File: src/rtl/gbrf_pkg.sv
// Shared constants, types and tables for the gyro bias and rate block.
`default_nettype none
package gbrf_pkg;
  // Register byte offsets on the serial register port.
  localparam logic [7:0] ADDR_Y_BIAS_HI = 8'h15;
  localparam logic [7:0] ADDR_Y_BIAS_LO = 8'h16;
  localparam logic [7:0] ADDR_Z_BIAS_HI = 8'h17;
  localparam logic [7:0] ADDR_Z_BIAS_LO = 8'h18;
  localparam logic [7:0] ADDR_RATE_DIV = 8'h19;
  localparam logic [7:0] ADDR_FILT_CFG = 8'h1a;
  localparam logic [7:0] ADDR_GYRO_CFG = 8'h1b;
  // Value of every register after reset.
  localparam logic [7:0] REG_RESET = 8'h00;
  // Field positions in the filter and sync configuration register.
  localparam int FIFO_MODE_BIT = 6;
  localparam int SYNC_SEL_HI = 5;
  localparam int SYNC_SEL_LO = 3;
  localparam int LPF_SEL_HI = 2;
  localparam int LPF_SEL_LO = 0;
  // Field position of the bypass bits in the gyro configuration register.
  localparam int BYPASS_HI = 1;
  localparam int BYPASS_LO = 0;
  // Internal sample rate and the cycles of the system clock per sample.
  localparam int CLK_HZ = 125000000;
  localparam int INT_RATE_HZ = 1000;
  localparam int TICK_CYCLES = CLK_HZ / INT_RATE_HZ;
  // Sample channels in result order.
  localparam int NUM_CH = 7;
  localparam int CH_TEMP = 0;
  localparam int CH_ROT_X = 1;
  localparam int CH_ROT_Y = 2;
  localparam int CH_ROT_Z = 3;
  // Filter select values at which the divider stays inactive.
  localparam logic [2:0] LPF_WIDE = 3'h7;
  localparam logic [2:0] LPF_FIRST = 3'h0;
  // Bandwidths in Hz for the bypass cases and the filter settings 7..0.
  localparam logic [13:0] GYRO_BW_BYPASS = 14'd8173;
  localparam logic [13:0] GYRO_BW_WIDE = 14'd3281;
  localparam logic [11:0] TEMP_BW_WIDE = 12'd4000;
  localparam logic [7:0][13:0] GYRO_BW_TAB = {14'd3281, 14'd5, 14'd10,
    14'd20, 14'd41, 14'd92, 14'd176, 14'd250};
  localparam logic [7:0][11:0] TEMP_BW_TAB = {12'd4000, 12'd5, 12'd10,
    12'd20, 12'd42, 12'd98, 12'd188, 12'd4000};
  // Where the frame-sync level is tagged into the results.
  typedef enum logic [2:0] {
    SYNC_OFF = 3'h0, SYNC_TEMP = 3'h1, SYNC_ROT_X = 3'h2, SYNC_ROT_Y = 3'h3,
    SYNC_ROT_Z = 3'h4, SYNC_LIN_X = 3'h5, SYNC_LIN_Y = 3'h6,
    SYNC_LIN_Z = 3'h7
  } gbrf_sync_e;
  // One register port access.
  typedef struct packed {
    logic wr;
    logic rd;
    logic [7:0] addr;
    logic [7:0] wdata;
  } gbrf_reg_req_s;
  // One raw sample set, channel index as above.
  typedef logic [NUM_CH-1:0][15:0] gbrf_frame_t;
endpackage
`default_nettype wire

File: src/rtl/gbrf_channel.sv
// One result channel: bias addition and frame-sync tagging.
`default_nettype none
module gbrf_channel #(
  parameter int W = 16
) (
  // Clock and reset.
  input wire logic clk,
  input wire logic arst_n,
  // Sample in.
  input wire logic load,
  input wire logic [W-1:0] raw,
  input wire logic [W-1:0] bias,
  input wire logic tag_en,
  input wire logic tag_bit,
  // Result out.
  output logic [W-1:0] result_r
);
  logic [W-1:0] sum;

  // Two's-complement sum wraps at the word width.
  assign sum = raw + bias; // [RULE2]

  // Store the corrected sample, with bit 0 replaced when tagged.
  always_ff @(posedge clk or negedge arst_n)
  begin
    if (!arst_n)
    begin
      result_r <= '0;
    end
    else if (load)
    begin
      result_r <= {sum[W-1:1], tag_en ? tag_bit : sum[0]}; // [RULE7]
    end
  end
endmodule
`default_nettype wire

File: src/rtl/gbrf_top.sv
// Gyro bias, output rate, filter selection and frame-sync tagging.
`default_nettype none
// Overview of operation
// RULE1 - Bias is 16 bits across high, low bytes.
// RULE2 - Bias is added to sample before storing.
// RULE3 - Divided rate updates results and writes FIFO.
// RULE4 - Output rate is 1 kHz over divider plus one.
// RULE5 - Divider acts only unbypassed, select between 0,7.
// RULE6 - Bit 6 picks dropping or keeping writes when full.
// RULE7 - Sync select chooses result bit 0 for frame-sync.
// RULE8 - Filter select used only when bypass bits zero.
// RULE9 - Bypass bits give wide fixed bandwidths.
// RULE10 - Select value sets gyro and temperature bandwidth.
// RULE11 - Bypass bits are inverted filter choice.
// RULE12 - Without divider, native filter rate drives updates.
module gbrf_top
  import gbrf_pkg::*;
#(
  parameter int TICK_CYC = TICK_CYCLES
) (
  // Clock and reset.
  input wire logic CLK,
  input wire logic ARST_N,
  // Register port.
  input wire gbrf_pkg::gbrf_reg_req_s REG_REQ,
  output logic [7:0] RD_DATA,
  // Raw samples from the filter stage.
  input wire logic SAMPLE_VALID,
  input wire gbrf_pkg::gbrf_frame_t SAMPLE_RAW,
  // Frame-sync pin.
  input wire logic FRAME_SYNC_INPUT,
  // FIFO write side.
  input wire logic FIFO_FULL,
  output logic FIFO_WR,
  output gbrf_pkg::gbrf_frame_t FIFO_DATA,
  // Result registers.
  output gbrf_pkg::gbrf_frame_t RESULT,
  // Filter settings.
  output logic [13:0] GYRO_BW_HZ,
  output logic [11:0] TEMP_BW_HZ
);
  import gbrf_pkg::*;
  logic [15:0] y_bias_r;
  logic [15:0] z_bias_r;
  logic [7:0] rate_div_r;
  logic [7:0] filt_cfg_r;
  logic [1:0] bypass_r;
  logic [7:0] rd_data_r;
  logic [2:0] fs_sync_r;
  logic fs_level_r;
  gbrf_frame_t frame_r;
  gbrf_frame_t bias_vec;
  logic [31:0] tick_cnt_r;
  logic tick_r;
  logic [7:0] div_cnt_r;
  logic div_eff;
  logic stb_r;
  logic fifo_wr_r;
  logic [13:0] gyro_bw_r;
  logic [11:0] temp_bw_r;
  logic [2:0] lpf_sel;
  gbrf_sync_e sync_sel;
  logic fifo_keep;
  assign lpf_sel = filt_cfg_r[LPF_SEL_HI:LPF_SEL_LO];
  assign sync_sel = gbrf_sync_e'(filt_cfg_r[SYNC_SEL_HI:SYNC_SEL_LO]);
  assign fifo_keep = filt_cfg_r[FIFO_MODE_BIT];
  // Register writes; the top bit of the filter register always reads 0.
  always_ff @(posedge CLK or negedge ARST_N)
  begin
    if (!ARST_N)
    begin
      y_bias_r <= {REG_RESET, REG_RESET};
      z_bias_r <= {REG_RESET, REG_RESET};
      rate_div_r <= REG_RESET;
      filt_cfg_r <= REG_RESET;
      bypass_r <= REG_RESET[1:0];
    end
    else if (REG_REQ.wr)
    begin
      case (REG_REQ.addr)
        ADDR_Y_BIAS_HI: y_bias_r[15:8] <= REG_REQ.wdata; // [RULE1]
        ADDR_Y_BIAS_LO: y_bias_r[7:0] <= REG_REQ.wdata; // [RULE1]
        ADDR_Z_BIAS_HI: z_bias_r[15:8] <= REG_REQ.wdata; // [RULE1]
        ADDR_Z_BIAS_LO: z_bias_r[7:0] <= REG_REQ.wdata; // [RULE1]
        ADDR_RATE_DIV: rate_div_r <= REG_REQ.wdata;
        ADDR_FILT_CFG: filt_cfg_r <= {1'b0, REG_REQ.wdata[6:0]};
        ADDR_GYRO_CFG: bypass_r <= REG_REQ.wdata[BYPASS_HI:BYPASS_LO];
        default: ;
      endcase
    end
  end
  // Registered read data; unmapped offsets read zero.
  always_ff @(posedge CLK or negedge ARST_N)
  begin
    if (!ARST_N)
    begin
      rd_data_r <= REG_RESET;
    end
    else if (REG_REQ.rd)
    begin
      case (REG_REQ.addr)
        ADDR_Y_BIAS_HI: rd_data_r <= y_bias_r[15:8];
        ADDR_Y_BIAS_LO: rd_data_r <= y_bias_r[7:0];
        ADDR_Z_BIAS_HI: rd_data_r <= z_bias_r[15:8];
        ADDR_Z_BIAS_LO: rd_data_r <= z_bias_r[7:0];
        ADDR_RATE_DIV: rd_data_r <= rate_div_r;
        ADDR_FILT_CFG: rd_data_r <= filt_cfg_r;
        ADDR_GYRO_CFG: rd_data_r <= {6'h00, bypass_r};
        default: rd_data_r <= REG_RESET;
      endcase
    end
  end
  assign RD_DATA = rd_data_r;
  // Frame-sync pin synchroniser; the level moves once stages 2 and 3 agree.
  always_ff @(posedge CLK or negedge ARST_N)
  begin
    if (!ARST_N)
    begin
      fs_sync_r <= 3'h0;
      fs_level_r <= 1'b0;
    end
    else
    begin
      fs_sync_r <= {fs_sync_r[1:0], FRAME_SYNC_INPUT};
      if (fs_sync_r[2] == fs_sync_r[1])
      begin
        fs_level_r <= fs_sync_r[2];
      end
    end
  end
  // Hold the latest raw sample set from the filter stage.
  always_ff @(posedge CLK or negedge ARST_N)
  begin
    if (!ARST_N)
    begin
      frame_r <= '0;
    end
    else if (SAMPLE_VALID)
    begin
      frame_r <= SAMPLE_RAW;
    end
  end
  // Divider counts only with no bypass and a mid-range filter select.
  assign div_eff = (bypass_r == 2'b00) && (lpf_sel != LPF_FIRST)
                   && (lpf_sel != LPF_WIDE); // [RULE5] [RULE11]
  // Internal 1 kHz tick from the system clock.
  always_ff @(posedge CLK or negedge ARST_N)
  begin
    if (!ARST_N)
    begin
      tick_cnt_r <= 32'h0;
      tick_r <= 1'b0;
    end
    else
    begin
      tick_r <= (tick_cnt_r == 32'(TICK_CYC - 1));
      tick_cnt_r <= (tick_cnt_r == 32'(TICK_CYC - 1)) ? 32'h0
                    : tick_cnt_r + 32'h1;
    end
  end
  // Output strobe: every (divider+1)th tick, else the native sample rate.
  always_ff @(posedge CLK or negedge ARST_N)
  begin
    if (!ARST_N)
    begin
      div_cnt_r <= 8'h00;
      stb_r <= 1'b0;
    end
    else if (div_eff)
    begin
      stb_r <= tick_r && (div_cnt_r == 8'h00); // [RULE4]
      if (tick_r)
      begin
        div_cnt_r <= (div_cnt_r == 8'h00) ? rate_div_r
                     : div_cnt_r - 8'h01; // [RULE4]
      end
    end
    else
    begin
      stb_r <= SAMPLE_VALID; // [RULE12]
      div_cnt_r <= 8'h00;
    end
  end
  // Bias per channel; only the Y and Z gyro axes carry one here.
  always_comb
  begin
    bias_vec = '0;
    bias_vec[CH_ROT_Y] = y_bias_r;
    bias_vec[CH_ROT_Z] = z_bias_r;
  end
  // Result channels, loaded on the output strobe.
  for (genvar i = 0; i < NUM_CH; i++)
  begin : g_ch
    gbrf_channel #(.W(16)) u_ch (
      .clk(CLK),
      .arst_n(ARST_N),
      .load(stb_r), // [RULE3]
      .raw(frame_r[i]),
      .bias(bias_vec[i]),
      .tag_en(sync_sel == gbrf_sync_e'(3'(i + 1))), // [RULE7]
      .tag_bit(fs_level_r),
      .result_r(RESULT[i])
    );
  end
  // FIFO write with the full policy; data equals the new results.
  always_ff @(posedge CLK or negedge ARST_N)
  begin
    if (!ARST_N)
    begin
      fifo_wr_r <= 1'b0;
    end
    else
    begin
      fifo_wr_r <= stb_r && (!FIFO_FULL || fifo_keep); // [RULE3] [RULE6]
    end
  end
  assign FIFO_WR = fifo_wr_r;
  assign FIFO_DATA = RESULT;
  // Bandwidth selection from bypass bits and filter select.
  always_ff @(posedge CLK or negedge ARST_N)
  begin
    if (!ARST_N)
    begin
      gyro_bw_r <= GYRO_BW_TAB[0];
      temp_bw_r <= TEMP_BW_TAB[0];
    end
    else if (bypass_r[0])
    begin
      gyro_bw_r <= GYRO_BW_BYPASS; // [RULE9]
      temp_bw_r <= TEMP_BW_WIDE;
    end
    else if (bypass_r[1])
    begin
      gyro_bw_r <= GYRO_BW_WIDE; // [RULE9]
      temp_bw_r <= TEMP_BW_WIDE;
    end
    else
    begin
      gyro_bw_r <= GYRO_BW_TAB[lpf_sel]; // [RULE8] [RULE10]
      temp_bw_r <= TEMP_BW_TAB[lpf_sel]; // [RULE10]
    end
  end
  assign GYRO_BW_HZ = gyro_bw_r;
  assign TEMP_BW_HZ = temp_bw_r;
  // Checks on the sample path and the configuration effects.
  a_bias_split: assert property ( // [RULE1]
    @(posedge CLK) disable iff (!ARST_N)
    REG_REQ.wr && REG_REQ.addr == ADDR_Z_BIAS_HI
    |=> z_bias_r[15:8] == $past(REG_REQ.wdata))
    else $error("high bias byte not stored");
  a_bias_add: assert property ( // [RULE2]
    @(posedge CLK) disable iff (!ARST_N)
    stb_r && sync_sel != SYNC_ROT_Y
    |=> RESULT[CH_ROT_Y] == 16'($past(frame_r[CH_ROT_Y] + y_bias_r)))
    else $error("Y result lacks bias");
  a_fifo_rate: assert property ( // [RULE3]
    @(posedge CLK) disable iff (!ARST_N)
    FIFO_WR |-> $past(stb_r) && $changed(RESULT) || $past(stb_r))
    else $error("FIFO write without output strobe");
  a_div_zero: assert property ( // [RULE4]
    @(posedge CLK) disable iff (!ARST_N)
    div_eff && $stable(div_eff) && rate_div_r == 8'h00
    && div_cnt_r == 8'h00 && tick_r |=> stb_r)
    else $error("divider zero missed a tick");
  a_div_gate: assert property ( // [RULE5]
    @(posedge CLK) disable iff (!ARST_N)
    bypass_r != 2'b00 && SAMPLE_VALID |=> stb_r)
    else $error("divider acted while bypassed");
  a_fifo_drop: assert property ( // [RULE6]
    @(posedge CLK) disable iff (!ARST_N)
    stb_r && FIFO_FULL && !fifo_keep |=> !FIFO_WR)
    else $error("write into full FIFO in drop mode");
  a_fifo_keep: assert property ( // [RULE6]
    @(posedge CLK) disable iff (!ARST_N)
    stb_r && fifo_keep |=> FIFO_WR)
    else $error("write lost in keep mode");
  a_sync_tag: assert property ( // [RULE7]
    @(posedge CLK) disable iff (!ARST_N)
    stb_r && sync_sel == SYNC_ROT_X
    |=> RESULT[CH_ROT_X][0] == $past(fs_level_r))
    else $error("frame-sync tag not placed");
  a_bypass_bw: assert property ( // [RULE9]
    @(posedge CLK) disable iff (!ARST_N)
    bypass_r[0] |=> GYRO_BW_HZ == GYRO_BW_BYPASS && TEMP_BW_HZ == TEMP_BW_WIDE)
    else $error("bypass bandwidth wrong");
  a_lpf_bw: assert property ( // [RULE10]
    @(posedge CLK) disable iff (!ARST_N)
    bypass_r == 2'b00 ##1 bypass_r == 2'b00
    |-> GYRO_BW_HZ == GYRO_BW_TAB[$past(lpf_sel)])
    else $error("filter bandwidth wrong");
  c_div_strobe: cover property (
    @(posedge CLK) disable iff (!ARST_N) div_eff && stb_r);
  c_full_drop: cover property (
    @(posedge CLK) disable iff (!ARST_N) stb_r && FIFO_FULL && !fifo_keep);
  c_sync_set: cover property (
    @(posedge CLK) disable iff (!ARST_N)
    stb_r && sync_sel != SYNC_OFF && fs_level_r);
endmodule
`default_nettype wire

File: config.mk
export PLATFORM = sky130hd
export DESIGN_NAME = gbrf_top
export DESIGN_NICKNAME = d
export VERILOG_FILES = /design/src/rtl/gbrf_pkg.sv /design/src/rtl/gbrf_channel.sv /design/src/rtl/gbrf_top.sv
export SDC_FILE = /design/constraint.sdc
export NUM_CORES = 1
export LEC_CHECK = 0
export BUFFER_PORTS_ARGS = -buffer_cell sky130_fd_sc_hd__buf_2
export CELL_PAD_IN_SITES_DETAIL_PLACEMENT = 1
export CELL_PAD_IN_SITES_GLOBAL_PLACEMENT = 1
export CORE_AREA = 2 2 198 200
export DETAILED_ROUTE_END_ITERATION = 8
export DIE_AREA = 0 0 200 202
export PLACE_DENSITY = 0.83
export SYNTH_ARGS = -nofsm -noshare
export SYNTH_HDL_FRONTEND = slang
export SYNTH_SLANG_ARGS = --single-unit
File: constraint.sdc
create_clock -name CLK -period 2.5 [get_ports CLK]
set_input_delay 0 -clock CLK [delete_from_list [all_inputs] [get_ports CLK]]
set_output_delay 0 -clock CLK [all_outputs]
set_load 0.03 [all_outputs]
* Yosys cells after proc, flatten, opt, wreduce, memory -nomap -nowiden
Memories as Yosys holds them, arrays and structs flattened.
Cells that the tools add are included.
** Cells by class
- Add/sub/neg operators :: 4
- Multipliers :: 0
- Divide/modulo/power cells :: 0
- $lt $le $gt $ge :: 1
- Equal/unequal tests :: 18
- Shift-type cells :: 0
- Muxes and demuxes :: 19
- Bitwise operators :: 0
- Reduce and logical (&&, ||, !) cells :: 16
** Operators by type and width (number)
- $eq A8 B5 Y1 const B :: 7
- $pmux W8 S7 :: 1
- $mux W14 :: 3
- $mux W12 :: 3
- $add A16 B16 Y16 :: 2
- $add A32 B1 Y32 const B :: 1
- $eq A32 B17 Y1 const B :: 1
- $mux W32 :: 1
- $mux W8 :: 3
- $reduce_and A2 Y1 :: 7
- $eq A3 B3 Y1 const B :: 4
- $logic_not A8 Y1 :: 1
- $mux W1 :: 8
- $sub A8 B1 Y8 const B :: 1
- $eq A3 B2 Y1 const B :: 2
- $logic_and A1 B1 Y1 :: 4
- $lt A3 B4 Y1 const B :: 1
- $eq A3 B1 Y1 const B :: 1
- $ne A3 B3 Y1 const B :: 1
- $reduce_bool A3 Y1 :: 1
- $logic_not A2 Y1 :: 1
- $ne A2 B2 Y1 const B :: 1
- $eq A1 B1 Y1 :: 1
- $logic_not A1 Y1 :: 1
- $logic_or A1 B1 Y1 :: 1
** Storage, ports and cells
- Flip-flop bits (word level) :: 354
- Latch bits :: 0
- Bits in writable memories :: 0
- Memory bits (read-only) :: 208
- Input bits :: 135
- Logic and storage cells :: 91
- Memories kept :: 2
** Memory list
- (no name shown) :: depth 8, bits a word 14, rd ports 1, clocked after Yosys merged registers in 0, wr ports 0, RTL line gbrf_top.sv:239 : gyro_bw_r <= GYRO_BW_TAB[lpf_sel];
- (no name shown) :: depth 8, bits a word 12, rd ports 1, clocked after Yosys merged registers in 0, wr ports 0, RTL line gbrf_top.sv:240 : temp_bw_r <= TEMP_BW_TAB[lpf_sel];

* Depth between registers and ports, before layout
- Depth after elaboration :: 4
- Mapped depth :: 7
- Mapped depth without buffers :: 7

* Modules after synthesis
From an unflattened synthesis, not the netlist that was laid out.
** Second synthesis, totals
- Cell total of the unflattened synthesis :: 1919
- Area, all modules :: 20791.2 sq um
** By module, submodules not included
- gbrf_top :: instances 1, cells each 841, area an instance 10640.2 sq um, seq. area each 5865.6 sq um
- gbrf_channel :: instances 7, cells each 154, area an instance 1450.1 sq um, seq. area each 400.4 sq um

* Worst setup path before layout
OpenSTA, ideal clock, no wires.
- Kind :: register to register
- Start :: register frame_r[48] (netlist bit)
- End :: register g_ch[3].u_ch.result_r[14]
- Data arrival time :: 2.135 ns
- Required time :: 2.369 ns
- Path slack :: 0.233 ns
- Stages on the path, launching flop included :: 8
- Path buffers :: 0
- Clock period less this slack :: 2.267 ns
- Path through :: dfrtp_1 > ha_1 > fa_1 > a211oi_1 > o21bai_1 > a21oi_1 > nor3_1 > or3_1
** Between the ends
- Cells in the longest elaborated chain, start to end :: 1
** RTL lines
- start: declaration :: RTL line gbrf_top.sv:51 : gbrf_frame_t frame_r;
- start signal: assignment :: RTL line gbrf_top.sv:136 : frame_r <= '0;
- start signal: assignment :: RTL line gbrf_top.sv:140 : frame_r <= SAMPLE_RAW;
- $add A16 B16 Y16 :: RTL line gbrf_channel.sv:21 : assign sum = raw + bias;
- end signal: assignment :: RTL line gbrf_channel.sv:32 : result_r <= {sum[W-1:1], tag_en ? tag_bit : sum[0]};
- end: declaration :: RTL line gbrf_channel.sv:16 : output logic [W-1:0] result_r
No other way between the ends.
A chain may end at the register's enable or synchronous reset.

* Worst setup path in the final report
- Start :: register frame_r[50] (netlist bit)
- End :: register g_ch[3].u_ch.result_r[15]
Same word-level chain as after synthesis.

==> summary.md <==
| Metric | Value |
|---|---|
| Async SR Flop Fraction | 100.0% |
| Internal reg-to-reg setup slack | 100 ps |
| Largest net degree at the start of global routing | 127 |
| Logic gate share of total power | 23.3% |
| Worst skew pair latency | 560 ps |
| Final TNS setup | 0 ps |
| Die Ht | 202 µm |
| Layout area overhead | 28.13% |
| Crit path time final | 2400 ps |
| DR DRC count | 0 |
| Worst slew pin tran | 1045 ps |
| Synth Register Bits | 346 |
| RSZ-0062 raised after global routing | false |
| Antenna violations before repair | 6 |
| Synthesized Nets | 1501 |
| Dpl hpwl | 32.81 mm |
| Sequential power share | 40.4% |
| Via count of the first global-routing pass | 13795 |
| CTS Buffer Depth | 3 |
| Tightest Hold Check Type | in -> async |
| Max VDD drop | 0.5563 mV |
| Cell Pwr Density | 788.6 mW/mm² |
| GR Util All Layers | 24.95% |
| Clk_skew | 18.13 ps |
| Syn. warnings | 0 |
| Synth Instances | 1325 |
| Detailed Routing Iterations Pass 1 | 7 |
| Std-Cell Core Area | 0.03829 mm² |
| Initial Util | 42.64% |
| Seq/Total Area, Yosys | 53.09% |
| CTS tree | done |
| Routed vias | 12236 |
| Gr ovfl total | 0 |
| Setup Buffers After CTS | 0 |
| Setup crit start kind | flop |
| Final-stage net count | 1930 |
| Max FO, Critical Path | 5 |
| Layout cell share with drive strength beyond 1 | 42.75% |
| Filler cells | 4019 |
| Status | finished clean |
| Port bufs | 392 |
| FMAX | 0.4166 GHz |
| Clock power frac | 36.3% |
| Commonest non-fill, non-tap cell in the layout | buf_2 |
| Mean Syn Cell Area | 12.32 µm² |
| Crit share post-route | 96.01% |
| Post-synthesis cell type count | 73 |
| P_sw | 5.387 mW |
| Most frequent cells in the layout | 390 x buf_2, 337 x dfrtp_1, 259 x mux2_2, 145 x dlygate4sd3_1, 63 x nor2_1 |
| Switching power share of the total | 32.65% |
| CP Capture Type | flop |
| Width of the die | 200 µm |
| Internal power | 11.11 mW |
| Delay-heaviest family, CP | compound AO/OA/AOI/OAI gates |
| # setup viols final | 0 |
| CTS root buf | clkbuf_16 |
| Peak per-stage delay on the critical path | 530 ps |
| Routed Wire Length | 50.09 mm |
| Mapped cell area | 0.01633 mm² |
| Crit path kind | reg -> reg |
| CP arrival | 2840 ps |
| I/O pins | 394 |
| Most Frequent Cell on Critical Path | o211a_1 |
| Max-Cap Viols | 0 |
| Max-slew headroom | 30.35% |
| Initial DRC count | 552 |
| Inserted Clock Buffers | 39 |
| Clk slew on worst S/H paths | 70 ps |
| Worst path cell trace | ha_1, o211a_1, a22o_1, o2111a_2, or4_1, o211a_1 |
| CP bufs+invs | 0 |
| Vias per cell | 5.299 |
| Antenna-violating nets left | 0 |
| Post-synth EDFFs | 0 |
| Routability cong. | 0.8982 |
| Routed len/inst | 21.69 µm |
| Final Hold Viols | 0 |
| # rows | 72 |
| Worst Path Required | 2940 ps |
| Die ar. | 0.04040 mm² |
| Total power draw | 16.50 mW |
| Max stage delay cell, worst path | or4_1 |
| Clock Sinks | 346 |
| H-tree Lvls | 2 |
| Top_reg_cell synth | dfrtp_1 |
| Fin. max-slew vios | 0 |
| First-pass GRT wire length | 77.67 mm |
| Leak | 9.777 nW |
-- power groups by stage --
stage               registers (mW)  logic (mW)  clock network [mW]
finish                        6.67        3.84                5.99
global route                  6.74        4.06                6.32
CTS                           6.65        3.81                6.08
detailed placement            6.74        3.59                   0
global placement              6.71        3.49                   0
floorplan                     7.23        2.15                   0
-- Yosys cell counts, types with 3 or more instances --
| library cell | n | area share, % |
|---|---|---|
| or3_1 | 3 | 0.11 |
| o32ai_1 | 3 | 0.16 |
| a221oi_1 | 6 | 0.32 |
| buf_2 | 4 | 0.12 |
| nor4_1 | 9 | 0.34 |
| o21bai_1 | 6 | 0.28 |
| o31ai_1 | 5 | 0.23 |
| inv_1 | 28 | 0.64 |
| ha_1 | 39 | 3.0 |
| xnor2_1 | 29 | 1.6 |
| mux2_2 | 259 | 18 |
| mux2i_1 | 23 | 1.4 |
| nor3_1 | 17 | 0.52 |
| o211a_1 | 3 | 0.18 |
| nand2_1 | 54 | 1.2 |
| o21a_1 | 4 | 0.18 |
| a211oi_1 | 9 | 0.41 |
| a31oi_1 | 5 | 0.19 |
| nor3b_1 | 5 | 0.23 |
| buf_4 | 121 | 5.6 |
| a22oi_1 | 4 | 0.18 |
| clkbuf_1 | 32 | 0.74 |
| a311oi_1 | 3 | 0.16 |
| nand3_1 | 29 | 0.89 |
| nor2b_1 | 9 | 0.34 |
| nor2_1 | 63 | 1.4 |
| nand2b_1 | 5 | 0.19 |
| a22o_1 | 4 | 0.21 |
| o22ai_1 | 9 | 0.34 |
| nor4b_1 | 3 | 0.16 |
| dfstp_2 | 8 | 1.3 |
| a21o_1 | 7 | 0.32 |
| nand4_1 | 11 | 0.42 |
| a21oi_1 | 49 | 1.5 |
| xor2_1 | 19 | 1.0 |
| buf_1 | 10 | 0.23 |
| and3_1 | 9 | 0.34 |
| o211ai_1 | 6 | 0.28 |
| dfrtp_1 | 338 | 52 |
| nand3b_1 | 3 | 0.14 |
| o21ai_0 | 28 | 0.86 |
| or2_2 | 3 | 0.11 |
-- stage by stage --
step	cell area [µm²]	hold slack, ps	instances	utilization (%)	setup slack (ps)
2_1_floorplan	16330	-295.6	1325	-	233.3
4_1_cts	20890	1.113	2303	54.56	92.92
3_5_place_dp	18090	1.937	2086	47.26	104.4
3_3_place_gp	18090	-10.56	2086	47.26	151.8
6_report	20920	18.45	2309	54.64	99.84
5_1_grt	20920	48.22	2309	54.64	30.08
-- registers in the layout, indices dropped and copies added (netlist names) --
signal and cells:
bypass_r 2, rate_div_r 8, GYRO_BW_HZ 9, fs_sync_r 3, tick_cnt_r 32, tick_r 1, filt_cfg_r 7, z_bias_r 16
frame_r 112, div_cnt_r 8, g_ch.u_ch.result_r 112, FIFO_WR 1, fs_level_r 1, y_bias_r 16, RD_DATA 8, TEMP_BW_HZ 9
stb_r 1
-- final timing paths --
path / start / endpoint / cells past startpoint
setup / recovery: frame_r[50] / g_ch[3].u_ch.result_r[15] / 6
hold / removal: ARST_N / z_bias_r[3] / 2
setup reg to reg: frame_r[50] / g_ch[3].u_ch.result_r[15] / 6
max in group asynchronous: ARST_N / g_ch[6].u_ch.result_r[9] / 4
hold reg to reg: fs_sync_r[0] / fs_sync_r[1] / 0
min in group CLK: REG_REQ[8] / RD_DATA[1] / 3
-- cells by family after synthesis --
group | after synthesis | synth area share [%]
and+or+nand+nor | 240 | 7.464
adders and majority gates | 42 | 3.295
buffers and inverters | 197 | 7.434
AOI/OAI and AO/OA | 169 | 6.844
muxes | 282 | 19.27
DFF | 346 | 53.09
other | 1 | 0.02297
xor gates and xnor gates | 48 | 2.575
-- metal layers --
layer | vias to the layer above | GRT usage (%) | wire length (µm)
met5 | - | 0 | 0
met4 | 0 | 9.550 | 1729
met1 | 6282 | 28.49 | 19090
met2 | 386 | 45.86 | 26810
li1 | 5449 | - | -
met3 | 119 | 4.489 | 2462
-- layout make-up --
type	instances	area [µm²]	share of cell area, %
Sequential cell	346	8672	41.45
Antenna cell	6	15.01	0.07177
Timing Repair Buffer	557	3676	17.57
Clock inverter	15	177.7	0.8493
Inverter	28	105.1	0.5024
Multi-Input combinational cell	782	6461	30.89
Tap cell	518	648.1	3.098
Clock buffer	57	1165	5.568
-- repair_timing --
action / in CTS / in global routing
hold buffers: 145 / 0
endpoints found under the hold margin: 468 / 0
setup endpoints to repair: 0 / 5
gates resized for setup: 0 / 3
(Power assumes the default switching activity.)
